===== src/design/srw_cfg.svh =====
// Offsets, field positions, reset values and timing counts of the supervisor.
// Included by the package users; definitions only.
`ifndef SRW_CFG_SVH
`define SRW_CFG_SVH
`define SRW_OFF_CTRL      32'h00000000
`define SRW_OFF_WDCFG     32'h00000004
`define SRW_OFF_WDSTAT    32'h00000008
`define SRW_OFF_TEMP      32'h0000000C
`define SRW_OFF_STATUS    32'h00000010
// Control: stretch select and soft reset
`define SRW_CTRL_STR_LSB  0
`define SRW_CTRL_EXTEN    2
`define SRW_CTRL_SWRST    3
`define SRW_CTRL_RST      2'h0
// Watchdog configuration
`define SRW_WD_DLY_LSB    0
`define SRW_WD_EN         4
`define SRW_WD_RSTEN      5
// Watchdog status bits
`define SRW_WS_TOUT       0
`define SRW_WS_WARN       1
`define SRW_WS_SERVICE    2
`define SRW_WS_CLR        3
`define SRW_WS_SOFTCLR    4
// Temperature bits
`define SRW_T_SD          0
`define SRW_T_WARN        1
`define SRW_T_CLR_SD      2
`define SRW_T_CLR_WARN    3
// Timing
`define SRW_CLK_HZ        20000000
`define SRW_STRETCH_MS    16
`define SRW_STRETCH_CYC   ((`SRW_CLK_HZ / 1000) * `SRW_STRETCH_MS)
`define SRW_WD_BASE       8
`endif


===== src/design/srw_pkg.sv =====
// Types of the supervisor, reset and watchdog block.
// Used with scoped names only.
package srw_pkg;
  typedef enum logic [1:0] {
    SRW_RUN,
    SRW_HOLD,
    SRW_STRETCH
  } srw_state_t;
endpackage


===== src/design/srw_top.sv =====
// Supervisor: internal reset, reset pin stretch, thermal flags, watchdog.
// Assumes AXI4-Lite master on clk and analog comparators giving clean levels.
//
// Chosen here: the AXI4-Lite slave port and the placing of the registers.
`timescale 1ns/1ps
`include "srw_cfg.svh"
module srw_top #(
  parameter int NREG          = 4,
  parameter int WD_TICK_CYC   = 20000,
  parameter int STRETCH_CYC   = `SRW_STRETCH_CYC,
  parameter int FILT_CYC      = 16
) (
  input  wire logic             clk,
  input  wire logic             sys_rst,
  input  wire logic             uv_main,
  input  wire logic             uv_int,
  input  wire logic             uv_pump,
  input  wire logic             uv_if,
  input  wire logic [NREG-1:0]  uv_reg,
  input  wire logic             low_power,
  input  wire logic             temp_over_sd,
  input  wire logic             temp_over_warn,
  input  wire logic             system_reset_pin_n_i,
  output logic                  system_reset_pin_n_o,
  output logic                  system_reset_pin_n_oe,
  output logic                  internal_reset_n,
  output logic                  bridge_off,
  output logic                  aux_off,
  output logic [NREG-1:0]       reg_off,
  output logic                  wd_warning_flag,
  input  wire logic [31:0]      s_axi_awaddr,
  input  wire logic             s_axi_awvalid,
  output logic                  s_axi_awready,
  input  wire logic [31:0]      s_axi_wdata,
  input  wire logic [3:0]       s_axi_wstrb,
  input  wire logic             s_axi_wvalid,
  output logic                  s_axi_wready,
  output logic [1:0]            s_axi_bresp,
  output logic                  s_axi_bvalid,
  input  wire logic             s_axi_bready,
  input  wire logic [31:0]      s_axi_araddr,
  input  wire logic             s_axi_arvalid,
  output logic                  s_axi_arready,
  output logic [31:0]           s_axi_rdata,
  output logic [1:0]            s_axi_rresp,
  output logic                  s_axi_rvalid,
  input  wire logic             s_axi_rready
);

  // Saturating filter: level follows input only after FILT_CYC stable cycles
  function automatic logic [7:0] filt_next(input logic [7:0] c, input logic inp);
    filt_next = inp ? ((c == 8'(FILT_CYC)) ? c : c + 8'h01)
                    : ((c == 8'h00) ? c : c - 8'h01);
  endfunction

  logic [1:0]   stretch_select_q;
  logic         ext_soft_reset_enable_q;
  logic [3:0]   wd_delay_sel_q, wd_delay_act_q;
  logic         wd_enable_a_q, wd_reset_enable_q;
  logic         wd_timeout_flag_q, wd_warn_q;
  logic         thermal_shutdown_flag_q, warn_flag_q;
  logic [7:0]   sd_filt_q, wn_filt_q;
  logic         sd_lvl_q, wn_lvl_q, tsd_hold_q;
  logic [31:0]  wd_div_q, stretch_cnt_q;
  logic [4:0]   wd_cnt_q;
  logic         swrst_q;
  logic         irst_q, pin_low_q;
  logic [NREG-1:0] reg_off_q;
  srw_pkg::srw_state_t st_q;
  logic         aw_hold_q, w_hold_q;
  logic [31:0]  awaddr_q, wdata_q;
  logic [3:0]   wstrb_q;
  logic         bvalid_q, rvalid_q;
  logic [31:0]  rdata_q;
  logic [1:0]   bresp_q, rresp_q;

  wire uv_any      = uv_main | uv_int | uv_pump | uv_if | (|uv_reg);
  wire wd_total    = (wd_cnt_q + 5'h1 == 5'(`SRW_WD_BASE) + {1'b0, wd_delay_act_q});
  wire wd_tick     = (wd_div_q == 32'(WD_TICK_CYC - 1));
  wire wd_rst_req  = wd_enable_a_q & wd_reset_enable_q & wd_tick & wd_total;
  wire irst_cause  = uv_any | low_power | swrst_q | tsd_hold_q | wd_rst_req;
  wire [31:0] str_len = 32'(STRETCH_CYC) * 32'({30'h0, stretch_select_q} + 32'h1);

  // bus blocked while internal reset active
  wire bus_ok   = ~irst_q;
  wire do_wr    = aw_hold_q & w_hold_q & ~bvalid_q;
  wire do_rd    = s_axi_arvalid & s_axi_arready;
  wire [31:0] wa = awaddr_q;
  wire wr_ctrl  = do_wr & bus_ok & (wa[7:0] == `SRW_OFF_CTRL) & wstrb_q[0];
  wire wr_wdcfg = do_wr & bus_ok & (wa[7:0] == `SRW_OFF_WDCFG) & wstrb_q[0];
  wire wr_wdst  = do_wr & bus_ok & (wa[7:0] == `SRW_OFF_WDSTAT) & wstrb_q[0];
  wire wr_temp  = do_wr & bus_ok & (wa[7:0] == `SRW_OFF_TEMP) & wstrb_q[0];
  wire wr_hit   = wr_ctrl | wr_wdcfg | wr_wdst | wr_temp;
  wire wd_svc   = wr_wdst & wdata_q[`SRW_WS_SERVICE];
  wire wd_fclr  = wr_wdst & (wdata_q[`SRW_WS_CLR] | wdata_q[`SRW_WS_SOFTCLR]);
  wire sd_clr   = (wr_temp & wdata_q[`SRW_T_CLR_SD]) | low_power;
  wire wn_clr   = (wr_temp & wdata_q[`SRW_T_CLR_WARN]) | low_power;
  wire [7:0] ra = s_axi_araddr[7:0];
  wire rd_hit   = bus_ok & (ra == `SRW_OFF_CTRL || ra == `SRW_OFF_WDCFG ||
                  ra == `SRW_OFF_WDSTAT || ra == `SRW_OFF_TEMP || ra == `SRW_OFF_STATUS);
  wire [31:0] rd_mux =
      (ra == `SRW_OFF_CTRL)   ? {29'h0, ext_soft_reset_enable_q, stretch_select_q} :
      (ra == `SRW_OFF_WDCFG)  ? {26'h0, wd_reset_enable_q, wd_enable_a_q, wd_delay_sel_q} :
      (ra == `SRW_OFF_WDSTAT) ? {30'h0, wd_warn_q, wd_timeout_flag_q} :
      (ra == `SRW_OFF_TEMP)   ? {30'h0, warn_flag_q, thermal_shutdown_flag_q} :
      (ra == `SRW_OFF_STATUS) ? {26'h0, system_reset_pin_n_i, pin_low_q,
                                 3'h0, irst_q} : 32'h0;

  // AXI4-Lite slave; address and data captured in either order
  always_ff @(posedge clk or posedge sys_rst) begin
    if (sys_rst) begin
      aw_hold_q <= 1'b0;
      w_hold_q  <= 1'b0;
      awaddr_q  <= 32'h0;
      wdata_q   <= 32'h0;
      wstrb_q   <= 4'h0;
      bvalid_q  <= 1'b0;
      bresp_q   <= 2'h0;
      rvalid_q  <= 1'b0;
      rdata_q   <= 32'h0;
      rresp_q   <= 2'h0;
    end else begin
      if (s_axi_awvalid & s_axi_awready) begin
        aw_hold_q <= 1'b1;
        awaddr_q  <= s_axi_awaddr;
      end else if (do_wr) begin
        aw_hold_q <= 1'b0;
      end
      if (s_axi_wvalid & s_axi_wready) begin
        w_hold_q <= 1'b1;
        wdata_q  <= s_axi_wdata;
        wstrb_q  <= s_axi_wstrb;
      end else if (do_wr) begin
        w_hold_q <= 1'b0;
      end
      if (do_wr) begin
        bvalid_q <= 1'b1;
        bresp_q  <= wr_hit ? 2'h0 : 2'h2;
      end else if (s_axi_bready) begin
        bvalid_q <= 1'b0;
      end
      if (do_rd) begin
        rvalid_q <= 1'b1;
        rdata_q  <= rd_hit ? rd_mux : 32'h0;
        rresp_q  <= rd_hit ? 2'h0 : 2'h2;
      end else if (s_axi_rready) begin
        rvalid_q <= 1'b0;
      end
    end
  end
  assign s_axi_awready = ~aw_hold_q;
  assign s_axi_wready  = ~w_hold_q;
  assign s_axi_arready = ~rvalid_q;
  assign s_axi_bvalid  = bvalid_q;
  assign s_axi_bresp   = bresp_q;
  assign s_axi_rvalid  = rvalid_q;
  assign s_axi_rdata   = rdata_q;
  assign s_axi_rresp   = rresp_q;

  // configuration, cleared by power-on reset only
  always_ff @(posedge clk or posedge sys_rst) begin
    if (sys_rst) begin
      stretch_select_q        <= `SRW_CTRL_RST;
      ext_soft_reset_enable_q <= 1'b0;
      swrst_q                 <= 1'b0;
      wd_delay_sel_q          <= 4'h0;
      wd_enable_a_q           <= 1'b0;
      wd_reset_enable_q       <= 1'b0;
    end else begin
      // command counts only with enable already set
      swrst_q <= wr_ctrl & wdata_q[`SRW_CTRL_SWRST] & ext_soft_reset_enable_q;
      if (wr_ctrl) begin
        stretch_select_q        <= wdata_q[`SRW_CTRL_STR_LSB +: 2];
        ext_soft_reset_enable_q <= wdata_q[`SRW_CTRL_EXTEN];
      end
      if (wr_wdcfg) begin
        wd_delay_sel_q    <= wdata_q[`SRW_WD_DLY_LSB +: 4];
        wd_enable_a_q     <= wdata_q[`SRW_WD_EN];
        wd_reset_enable_q <= wdata_q[`SRW_WD_RSTEN];
      end
    end
  end

  // watchdog tick divider, halted in low power
  // counter; timeout fires on the tick reaching 8+delay
  always_ff @(posedge clk or posedge sys_rst) begin
    if (sys_rst) begin
      wd_div_q       <= 32'h0;
      wd_cnt_q       <= 5'h0;
      wd_delay_act_q <= 4'h0;
    end else begin
      if (low_power | wd_svc | irst_q) begin
        wd_div_q <= 32'h0;
      end else begin
        wd_div_q <= wd_tick ? 32'h0 : wd_div_q + 32'h1;
      end
      if (wd_svc) begin
        wd_cnt_q       <= 5'h0;
        wd_delay_act_q <= wd_delay_sel_q;
      end else if (irst_q | ~wd_enable_a_q) begin
        wd_cnt_q <= 5'h0;
      end else if (wd_tick) begin
        wd_cnt_q <= wd_total ? 5'h0 : wd_cnt_q + 5'h1;
      end
    end
  end

  // flags survive internal reset; hardware set beats clear
  wire wd_to_ev   = wd_enable_a_q & wd_tick & wd_total & ~irst_q;
  wire wd_warn_ev = wd_enable_a_q & wd_tick & ~irst_q &
                    (wd_cnt_q + 5'h2 == 5'(`SRW_WD_BASE) + {1'b0, wd_delay_act_q});
  always_ff @(posedge clk or posedge sys_rst) begin
    if (sys_rst) begin
      wd_timeout_flag_q <= 1'b0;
      wd_warn_q         <= 1'b0;
    end else begin
      wd_timeout_flag_q <= wd_to_ev | (wd_timeout_flag_q & ~wd_fclr);
      if (wd_warn_ev) begin
        wd_warn_q <= 1'b1;
      end else if (wd_svc | wd_to_ev | wd_fclr) begin
        wd_warn_q <= 1'b0;
      end
    end
  end
  assign wd_warning_flag = wd_warn_q;

  // thermal filtering; shutdown held until below warning
  always_ff @(posedge clk or posedge sys_rst) begin
    if (sys_rst) begin
      sd_filt_q  <= 8'h0;
      wn_filt_q  <= 8'h0;
      sd_lvl_q   <= 1'b0;
      wn_lvl_q   <= 1'b0;
      tsd_hold_q <= 1'b0;
      thermal_shutdown_flag_q <= 1'b0;
      warn_flag_q             <= 1'b0;
    end else begin
      sd_filt_q <= filt_next(sd_filt_q, temp_over_sd);
      wn_filt_q <= filt_next(wn_filt_q, temp_over_warn);
      if (sd_filt_q == 8'(FILT_CYC)) sd_lvl_q <= 1'b1;
      else if (sd_filt_q == 8'h00) sd_lvl_q <= 1'b0;
      if (wn_filt_q == 8'(FILT_CYC)) wn_lvl_q <= 1'b1;
      else if (wn_filt_q == 8'h00) wn_lvl_q <= 1'b0;
      if (sd_lvl_q) tsd_hold_q <= 1'b1;
      else if (~wn_lvl_q) tsd_hold_q <= 1'b0;
      thermal_shutdown_flag_q <= sd_lvl_q | (thermal_shutdown_flag_q & ~sd_clr);
      warn_flag_q             <= wn_lvl_q | (warn_flag_q & ~wn_clr);
    end
  end

  // internal reset and pin stretch sequence
  always_ff @(posedge clk or posedge sys_rst) begin
    if (sys_rst) begin
      st_q          <= srw_pkg::SRW_HOLD;
      irst_q        <= 1'b1;
      pin_low_q     <= 1'b1;
      stretch_cnt_q <= 32'h0;
    end else begin
      case (st_q)
        srw_pkg::SRW_RUN: begin
          if (irst_cause) begin
            st_q      <= srw_pkg::SRW_HOLD;
            irst_q    <= 1'b1;
            pin_low_q <= 1'b1;
          end
        end
        srw_pkg::SRW_HOLD: begin
          stretch_cnt_q <= 32'h0;
          if (~irst_cause) begin
            st_q   <= srw_pkg::SRW_STRETCH;
            irst_q <= 1'b0;
          end
        end
        srw_pkg::SRW_STRETCH: begin
          if (irst_cause) begin
            st_q   <= srw_pkg::SRW_HOLD;
            irst_q <= 1'b1;
          end else if (stretch_cnt_q >= str_len - 32'h1) begin
            st_q      <= srw_pkg::SRW_RUN;
            pin_low_q <= 1'b0;
          end else begin
            stretch_cnt_q <= stretch_cnt_q + 32'h1;
          end
        end
        default: st_q <= srw_pkg::SRW_HOLD;
      endcase
    end
  end

  // regulators after the failing stage off, failing stage kept on; all for core supplies
  logic [NREG-1:0] reg_off_d;
  always_comb begin
    reg_off_d = '0;
    for (int i = 0; i < NREG; i++) begin
      for (int j = 0; j < i; j++) begin
        if (uv_reg[j]) reg_off_d[i] = 1'b1;
      end
      if (uv_main | uv_int | uv_pump | tsd_hold_q) reg_off_d[i] = 1'b1;
    end
  end
  always_ff @(posedge clk or posedge sys_rst) begin
    if (sys_rst) begin
      reg_off_q <= '1;
    end else begin
      reg_off_q <= reg_off_d;
    end
  end

  assign internal_reset_n      = ~irst_q;
  // bridges and auxiliaries idle in reset
  assign bridge_off            = irst_q;
  assign aux_off               = irst_q;
  assign reg_off               = reg_off_q;
  assign system_reset_pin_n_o  = 1'b0;
  assign system_reset_pin_n_oe = pin_low_q;

  // Assertions
  stretch_len_a: assert property (@(posedge clk) disable iff (sys_rst)
    $fell(irst_q) |-> pin_low_q [*8])
    else $error("reset pin released too early");
  pin_cover_a: assert property (@(posedge clk) disable iff (sys_rst)
    irst_q |-> pin_low_q)
    else $error("pin high during internal reset");
  uv_reset_a: assert property (@(posedge clk) disable iff (sys_rst)
    uv_any |=> irst_q)
    else $error("undervoltage did not reset");
  lowpower_a: assert property (@(posedge clk) disable iff (sys_rst)
    low_power |=> irst_q && (!warn_flag_q || $past(wn_lvl_q)))
    else $error("low power not holding reset");
  wd_gate_a: assert property (@(posedge clk) disable iff (sys_rst)
    (st_q == srw_pkg::SRW_RUN && !wd_reset_enable_q &&
     !(uv_any | low_power | swrst_q | tsd_hold_q)) |=> !irst_q)
    else $error("reset without cause");
  wd_flag_keep_a: assert property (@(posedge clk) disable iff (sys_rst)
    (wd_timeout_flag_q && !wd_fclr) |=> wd_timeout_flag_q)
    else $error("timeout flag lost");
  wd_warn_set_a: assert property (@(posedge clk) disable iff (sys_rst)
    wd_warn_ev |=> wd_warn_q)
    else $error("warning flag not set");
  wd_en_off_a: assert property (@(posedge clk) disable iff (sys_rst)
    !wd_enable_a_q |=> !wd_timeout_flag_q || $past(wd_timeout_flag_q))
    else $error("timeout while disabled");
  tsd_flag_a: assert property (@(posedge clk) disable iff (sys_rst)
    (thermal_shutdown_flag_q && !sd_clr) |=> thermal_shutdown_flag_q)
    else $error("shutdown flag lost");
  bus_block_a: assert property (@(posedge clk) disable iff (sys_rst)
    (do_rd && irst_q) |=> s_axi_rresp == 2'h2)
    else $error("bus accepted during reset");
  cv_wd_to: cover property (@(posedge clk) disable iff (sys_rst) wd_to_ev);
  cv_stretch: cover property (@(posedge clk) disable iff (sys_rst) $rose(system_reset_pin_n_oe));
  cv_tsd: cover property (@(posedge clk) disable iff (sys_rst) $rose(tsd_hold_q));

endmodule // srw_top


===== config.mk =====
export PLATFORM = sky130hd
export DESIGN_NAME = srw_top
export DESIGN_NICKNAME = d
export VERILOG_FILES = /design/src/design/srw_pkg.sv /design/src/design/srw_top.sv
export VERILOG_INCLUDE_DIRS = /design/src /design/src/design
export SDC_FILE = /design/constraint.sdc
export NUM_CORES = 1
export LEC_CHECK = 0
export BUFFER_PORTS_ARGS = -buffer_cell sky130_fd_sc_hd__buf_2
export CAP_MARGIN = 10
export CORE_AREA = 3 3 97 168
export DETAILED_ROUTE_END_ITERATION = 7
export DIE_AREA = 0 0 100 171
export GPL_TIMING_DRIVEN = 0
export PLACE_DENSITY = 0.79
export SYNTH_ARGS = -nofsm -noshare
export SYNTH_HDL_FRONTEND = slang
export SYNTH_SLANG_ARGS = --single-unit

===== constraint.sdc =====
create_clock -name clk -period 11.6 [get_ports clk]
set_input_delay 0.58 -clock clk [delete_from_list [all_inputs] [get_ports clk]]
set_output_delay 0.58 -clock clk [all_outputs]
set_load 0.005 [all_outputs]

After elaboration in Yosys (flattened, before gate mapping):

Cells that the tools add are included.
W data, S select, Z words.

* word-level logic and storage cells: 220
* bits of input ports: 119
* bits in registers: 169
* output and inout bits: 51

* multipliers: 1
* magnitude comparators: 1
* bitwise logic cells: 64
* reductions and logical operators: 28
* add/sub/neg operators: 11
* eq/ne operators: 26
* multiplexer cells: 56

Operators by type and width (number)
* $mux W32: 4
* $add A32 B1 Y32 const B: 2
* $pmux W32 S2: 1
* $mux W8: 6
* $mux W6: 6
* $and A1 B1 Y1: 32
* $eq A32 B15 Y1 const B: 1
* $eq A8 B4 Y1 const B: 4
* $ge A32 B32 Y1: 1
* $logic_not A8 Y1: 4
* $mux W1: 26
* $eq A8 B5 Y1 const B: 3
* $or A1 B1 Y1: 23
* $sub A22 B1 Y23 const B: 1
* $mux W5: 4
* $ne A2 B2 Y1 const B: 10
* $reduce_bool A2 Y1: 10
* $add A8 B1 Y8 const B: 2
* $eq A8 B3 Y1 const B: 2
* $sub A8 B1 Y8 const B: 2
* $mul A10 B3 Y13 const A: 1
* $mux W2: 6
* $eq A5 B5 Y1: 2
* $not A1 Y1: 9
* other kinds (18): 25

Depth between registers and ports, before layout:

* depth after elaboration: 10
* depth in mapped cells: 16
* depth with buffers taken out: 15

Least setup slack after synthesis:

Ideal clock, no wire load.

* path kind: reg2reg
* from: reg stretch_select_q[0]
* to: reg stretch_cnt_q[26]
* clock period less this slack: 3.540 ns
* arrival time: 3.419 ns
* cell stages (with the launch flop): 16
* buffers on the path: 0
* setup time: 0.122 ns
* slack: 8.060 ns
* required time: 11.478 ns
* cells stage by stage: dfrtp_1 > inv_1 > ha_1 > inv_1 > ha_1 > nor3_1 > mux2i_1 > xnor2_1 > ha_1 > a21oi_1 > o21ai_0 > a21oi_1 > o211a_1 > nand3b_4 > or4_1 > a32o_1

* cells in the longest elaborated chain, start to end: 6

Ends and longest elaborated chain
* start, declared: line srw_top.sv:56 `logic [1:0] stretch_select_q;`
* start signal, assigned: line srw_top.sv:163 `` stretch_select_q <= `SRW_CTRL_RST; ``
* start signal, assigned: line srw_top.sv:173 `` stretch_select_q <= wdata_q[`SRW_CTRL_STR_LSB +: 2]; ``
* $add A2 B1 Y3: line srw_top.sv:82 `wire [31:0] str_len = 32'(STRETCH_CYC) * 32'({30'h0, stretch_select_q} + 32'h1);`
* $mul A10 B3 Y13: line srw_top.sv:82
* $sub A22 B1 Y23: line srw_top.sv:278 `end else if (stretch_cnt_q >= str_len - 32'h1) begin`
* $ge A32 B32 Y1: line srw_top.sv:278
* $ne A2 B2 Y1 (no source line)
* $reduce_and A3 Y1 (no source line)
* end signal, assigned: line srw_top.sv:282 `stretch_cnt_q <= stretch_cnt_q + 32'h1;`
* end, declared: line srw_top.sv:64 `logic [31:0] wd_div_q, stretch_cnt_q;`

No other way between the ends.
A chain may end at the register's enable or synchronous reset.

Worst setup path in the final report:

* from: reg stretch_select_q[0]
* to: reg stretch_cnt_q[15]

The elaborated chain is that of the path after synthesis.

==> results.yml <==
layout:
  fin_util: 0.638
  n_antenna_cell: 0
  synthToLayoutAreaGrowth_pct: 16.1
  seqCellArea_um2: 3540
  multiInputGateArea_um2: 4400
  drive_gt1_frac: 0.175
  fin_nets: 1144
  fill_cells: 1221
drt:
  drc: 0
  wl_per_cell_um: 16.3
  antenna_left: 0
  drt_iter0_drc: 386
  num_vias: 6719
  routed_wl_um: 19100
  drtPass1Iterations: 7
  via_per_inst: 5.74
global_route:
  grt_first_pass_wirelength_um: 31700
  grt_pass1_vias: 6748
  overflow: 0
  grtUsageTotal: 0.230
  grt_max_degree: 78
  antenna_found_initial: 0
logic_synthesis:
  yosys-mux-area-fraction: 0.0526
  syn_area_um2: 8230
  ys_types: 70
  synth_fa_ha_area_frac: 0.0778
  synth.most_common_cell: "dfrtp_1"
  yosys_warnings: 0
  yosys.area_share.simple: 0.222
  ys_ff_latch: 141
  synth-compound-area-share: 0.107
  synth_edf_count: 0
  async_flop_share: 1.00
  synthTopCellsByArea: "dfrtp_1 41%, ha_1 7.3%, nand2_1 3.8%"
  synth_xor_area_frac: 0.0564
  synthCells: 855
  synth_common_cells: "134 x dfrtp_1, 84 x nand2_1, 82 x nor2_1"
  synth_top_family_by_area: "simple AND/OR/NAND/NOR gates"
  netlist.area_leader.share: 0.407
  ys.flop_type: "dfrtp_1"
  yosysSeqAreaShare: 0.430
  synth_top_area_cell: "dfrtp_1"
  avgSynthCellArea_um2: 9.63
sta:
  rsz0062_at_grt: "false"
  tightestPinTransition_ns: 0.939
  worst_slack_ns: 7.37
  period_needed_ns: 4.23
  finalCritPeriodShare: 0.365
  tns_ns: 0
  slew_headroom: 0.372
  setup_viol: 0
  whs_ns: 0.257
  slew_violations: 0
  max_freq_mhz: 236
  fin_skew_ns: 0.0161
  finalHoldViolations: 0
clocking:
  path_clk_slew_ns: 0.06
  tritoncts: "yes"
  post_cts_buffers: 0
  cts_sinks: 141
  clk_latency_ns: 0.43
  cts_buffers: 17
  postCtsHoldBufs: 0
  clock_tree.root_cell: "clkbuf_16"
  htreeDepth: 4
  post_cts_resize_count: 0
  clockBufferDepth: 2
die:
  die_y_um: 171
  row_count: 59
  initial_core_util: 0.549
  die_x_um: 100
  core-area_um2: 15000
  io_pins: 170
  dieArea_um2: 17100
worst_setup_path:
  rr_endpoint: "stretch_cnt_q[15]"
  r2r-start: "stretch_select_q[0]"
  worstPathArrival_ns: 4.56
  crit_fanout: 10
  ff2ff_path_depth: 16
  rrSetupSlack_ns: 7.37
  path_class: "reg -> reg"
  worstPathRequired_ns: 11.93
  cp-end-kind: "flop"
  start_kind: "flop"
pwr:
  leakage_uw: 0.00443
  max-vdd-ir-drop_mv: 0.137
  pwr_density_cell_nw_per_um2: 162
worst_hold_path:
  hp-class: "in -> async"
status:
  status: "complete, no violations"
placed_design:
  pre_cts_ws_ns: 7.44
  dp.final_hpwl_um: 14300
  gp_congestion: 0.871
  numPortBuffers: 62
run:
  cap_violations: 0
[state kept, by name, indices dropped and copies added (netlist names), 4 cells and up]
signal and cells:
awaddr_q 8, reg_off 4, s_axi_rdata 6, sd_filt_q 8
stretch_cnt_q 32, wd_cnt_q 5, wd_delay_act_q 4, wd_delay_sel_q 4
wd_div_q 32, wdata_q 6, wn_filt_q 8
[report_power, final]
group	internal, µW	leakage (µW)	total (µW)	switching [µW]
registers	573	0.00185	645	71.6
clock network	331	0.000298	563	232
logic	171	0.00229	340	169
[per-layer routing]
| layer | vias to the layer above | wire length [µm] | track usage | share of wire |
|---|---|---|---|---|
| li1 | 3236 | - | - | - |
| met1 | 3268 | 7020 | 0.247 | 0.37 |
| met2 | 164 | 10700 | 0.428 | 0.56 |
| met3 | 51 | 684 | 0.0432 | 0.036 |
| met4 | 0 | 667 | 0.110 | 0.035 |
| met5 | - | 0 | 0 | 0 |
[cell families after synthesis]
| kind of cell | Yosys count |
|---|---|
| simple gates | 353 |
| xor+xnor | 53 |
| other cells | 2 |
| compound gates | 130 |
| buf+inv | 86 |
| fa+ha+maj | 50 |
| flops | 141 |
| mux | 40 |
[per-stage QoR]
step | instances | total power (µW) | cell area [µm²]
after global routing | 1171 | 1640 | 9550
final | 1171 | 1550 | 9550
after global placement | 1138 | 973 | 8910
after floorplan | 893 | 899 | 8370
after detailed placement | 1139 | 992 | 8950
after CTS | 1171 | 1560 | 9550
[worst max-delay path, stage by stage (launching register included)]
cell	delay [ns]
dfrtp_1	0.50
inv_1	0.30
ha_1	0.22
inv_1	0.05
ha_1	0.32
nor3_1	0.23
mux2i_1	0.24
xnor2_1	0.15
ha_1	0.27
a21oi_1	0.15
o21ai_0	0.12
a21oi_1	0.18
o211a_1	0.31
nand3_1	0.21
clkbuf_1	0.33
nor3_1	0.33
mux2i_1	0.24
[worst max path at each step]
stage                              startpoint  cells past startpoint                 to
final                     stretch_select_q[0]                     16  stretch_cnt_q[15]
after global routing      stretch_select_q[0]                     16  stretch_cnt_q[15]
after CTS                 stretch_select_q[0]                     16  stretch_cnt_q[15]
after detailed placement  stretch_select_q[0]                     16  stretch_cnt_q[15]
after global placement                sys_rst                      2       wn_filt_q[2]
after floorplan                       sys_rst                      1          aw_hold_q
[layout make-up]
type / instances / area share
Sequential cell: 141 / 0.370
Inverter: 31 / 0.0127
Clock buffer: 18 / 0.0460
Buffer: 55 / 0.0335
Timing Repair Buffer: 63 / 0.0354
Multi-Input combinational cell: 666 / 0.461
Clock inverter: 14 / 0.0177
Tap cell: 183 / 0.0240
[cell usage in the layout (no fill, tap or decap), drive strengths merged, types with 5 or more instances in the layout]
cell type | Yosys | routed
nand4 | 23 | 23
a21oi | 30 | 30
dfrtp | 134 | 134
o211ai | 13 | 13
or3 | 11 | 11
clkbuf | 23 | 41
or4 | 10 | 10
nand3 | 34 | 34
nor4b | 5 | 5
a21o | 13 | 13
nor4 | 20 | 20
inv | 31 | 41
conb | 2 | 40
and4 | 6 | 6
xnor2 | 27 | 27
dfstp | 7 | 7
and3 | 21 | 21
nor2 | 83 | 83
nand2 | 84 | 84
or2 | 6 | 6
mux2i | 17 | 17
buf | 32 | 95
mux2 | 23 | 23
xor2 | 26 | 26
nor3 | 18 | 18
o31ai | 5 | 5
nor2b | 12 | 12
o21ai | 28 | 28
ha | 48 | 48
No activity file was read; power rests on OpenSTA's default activity.
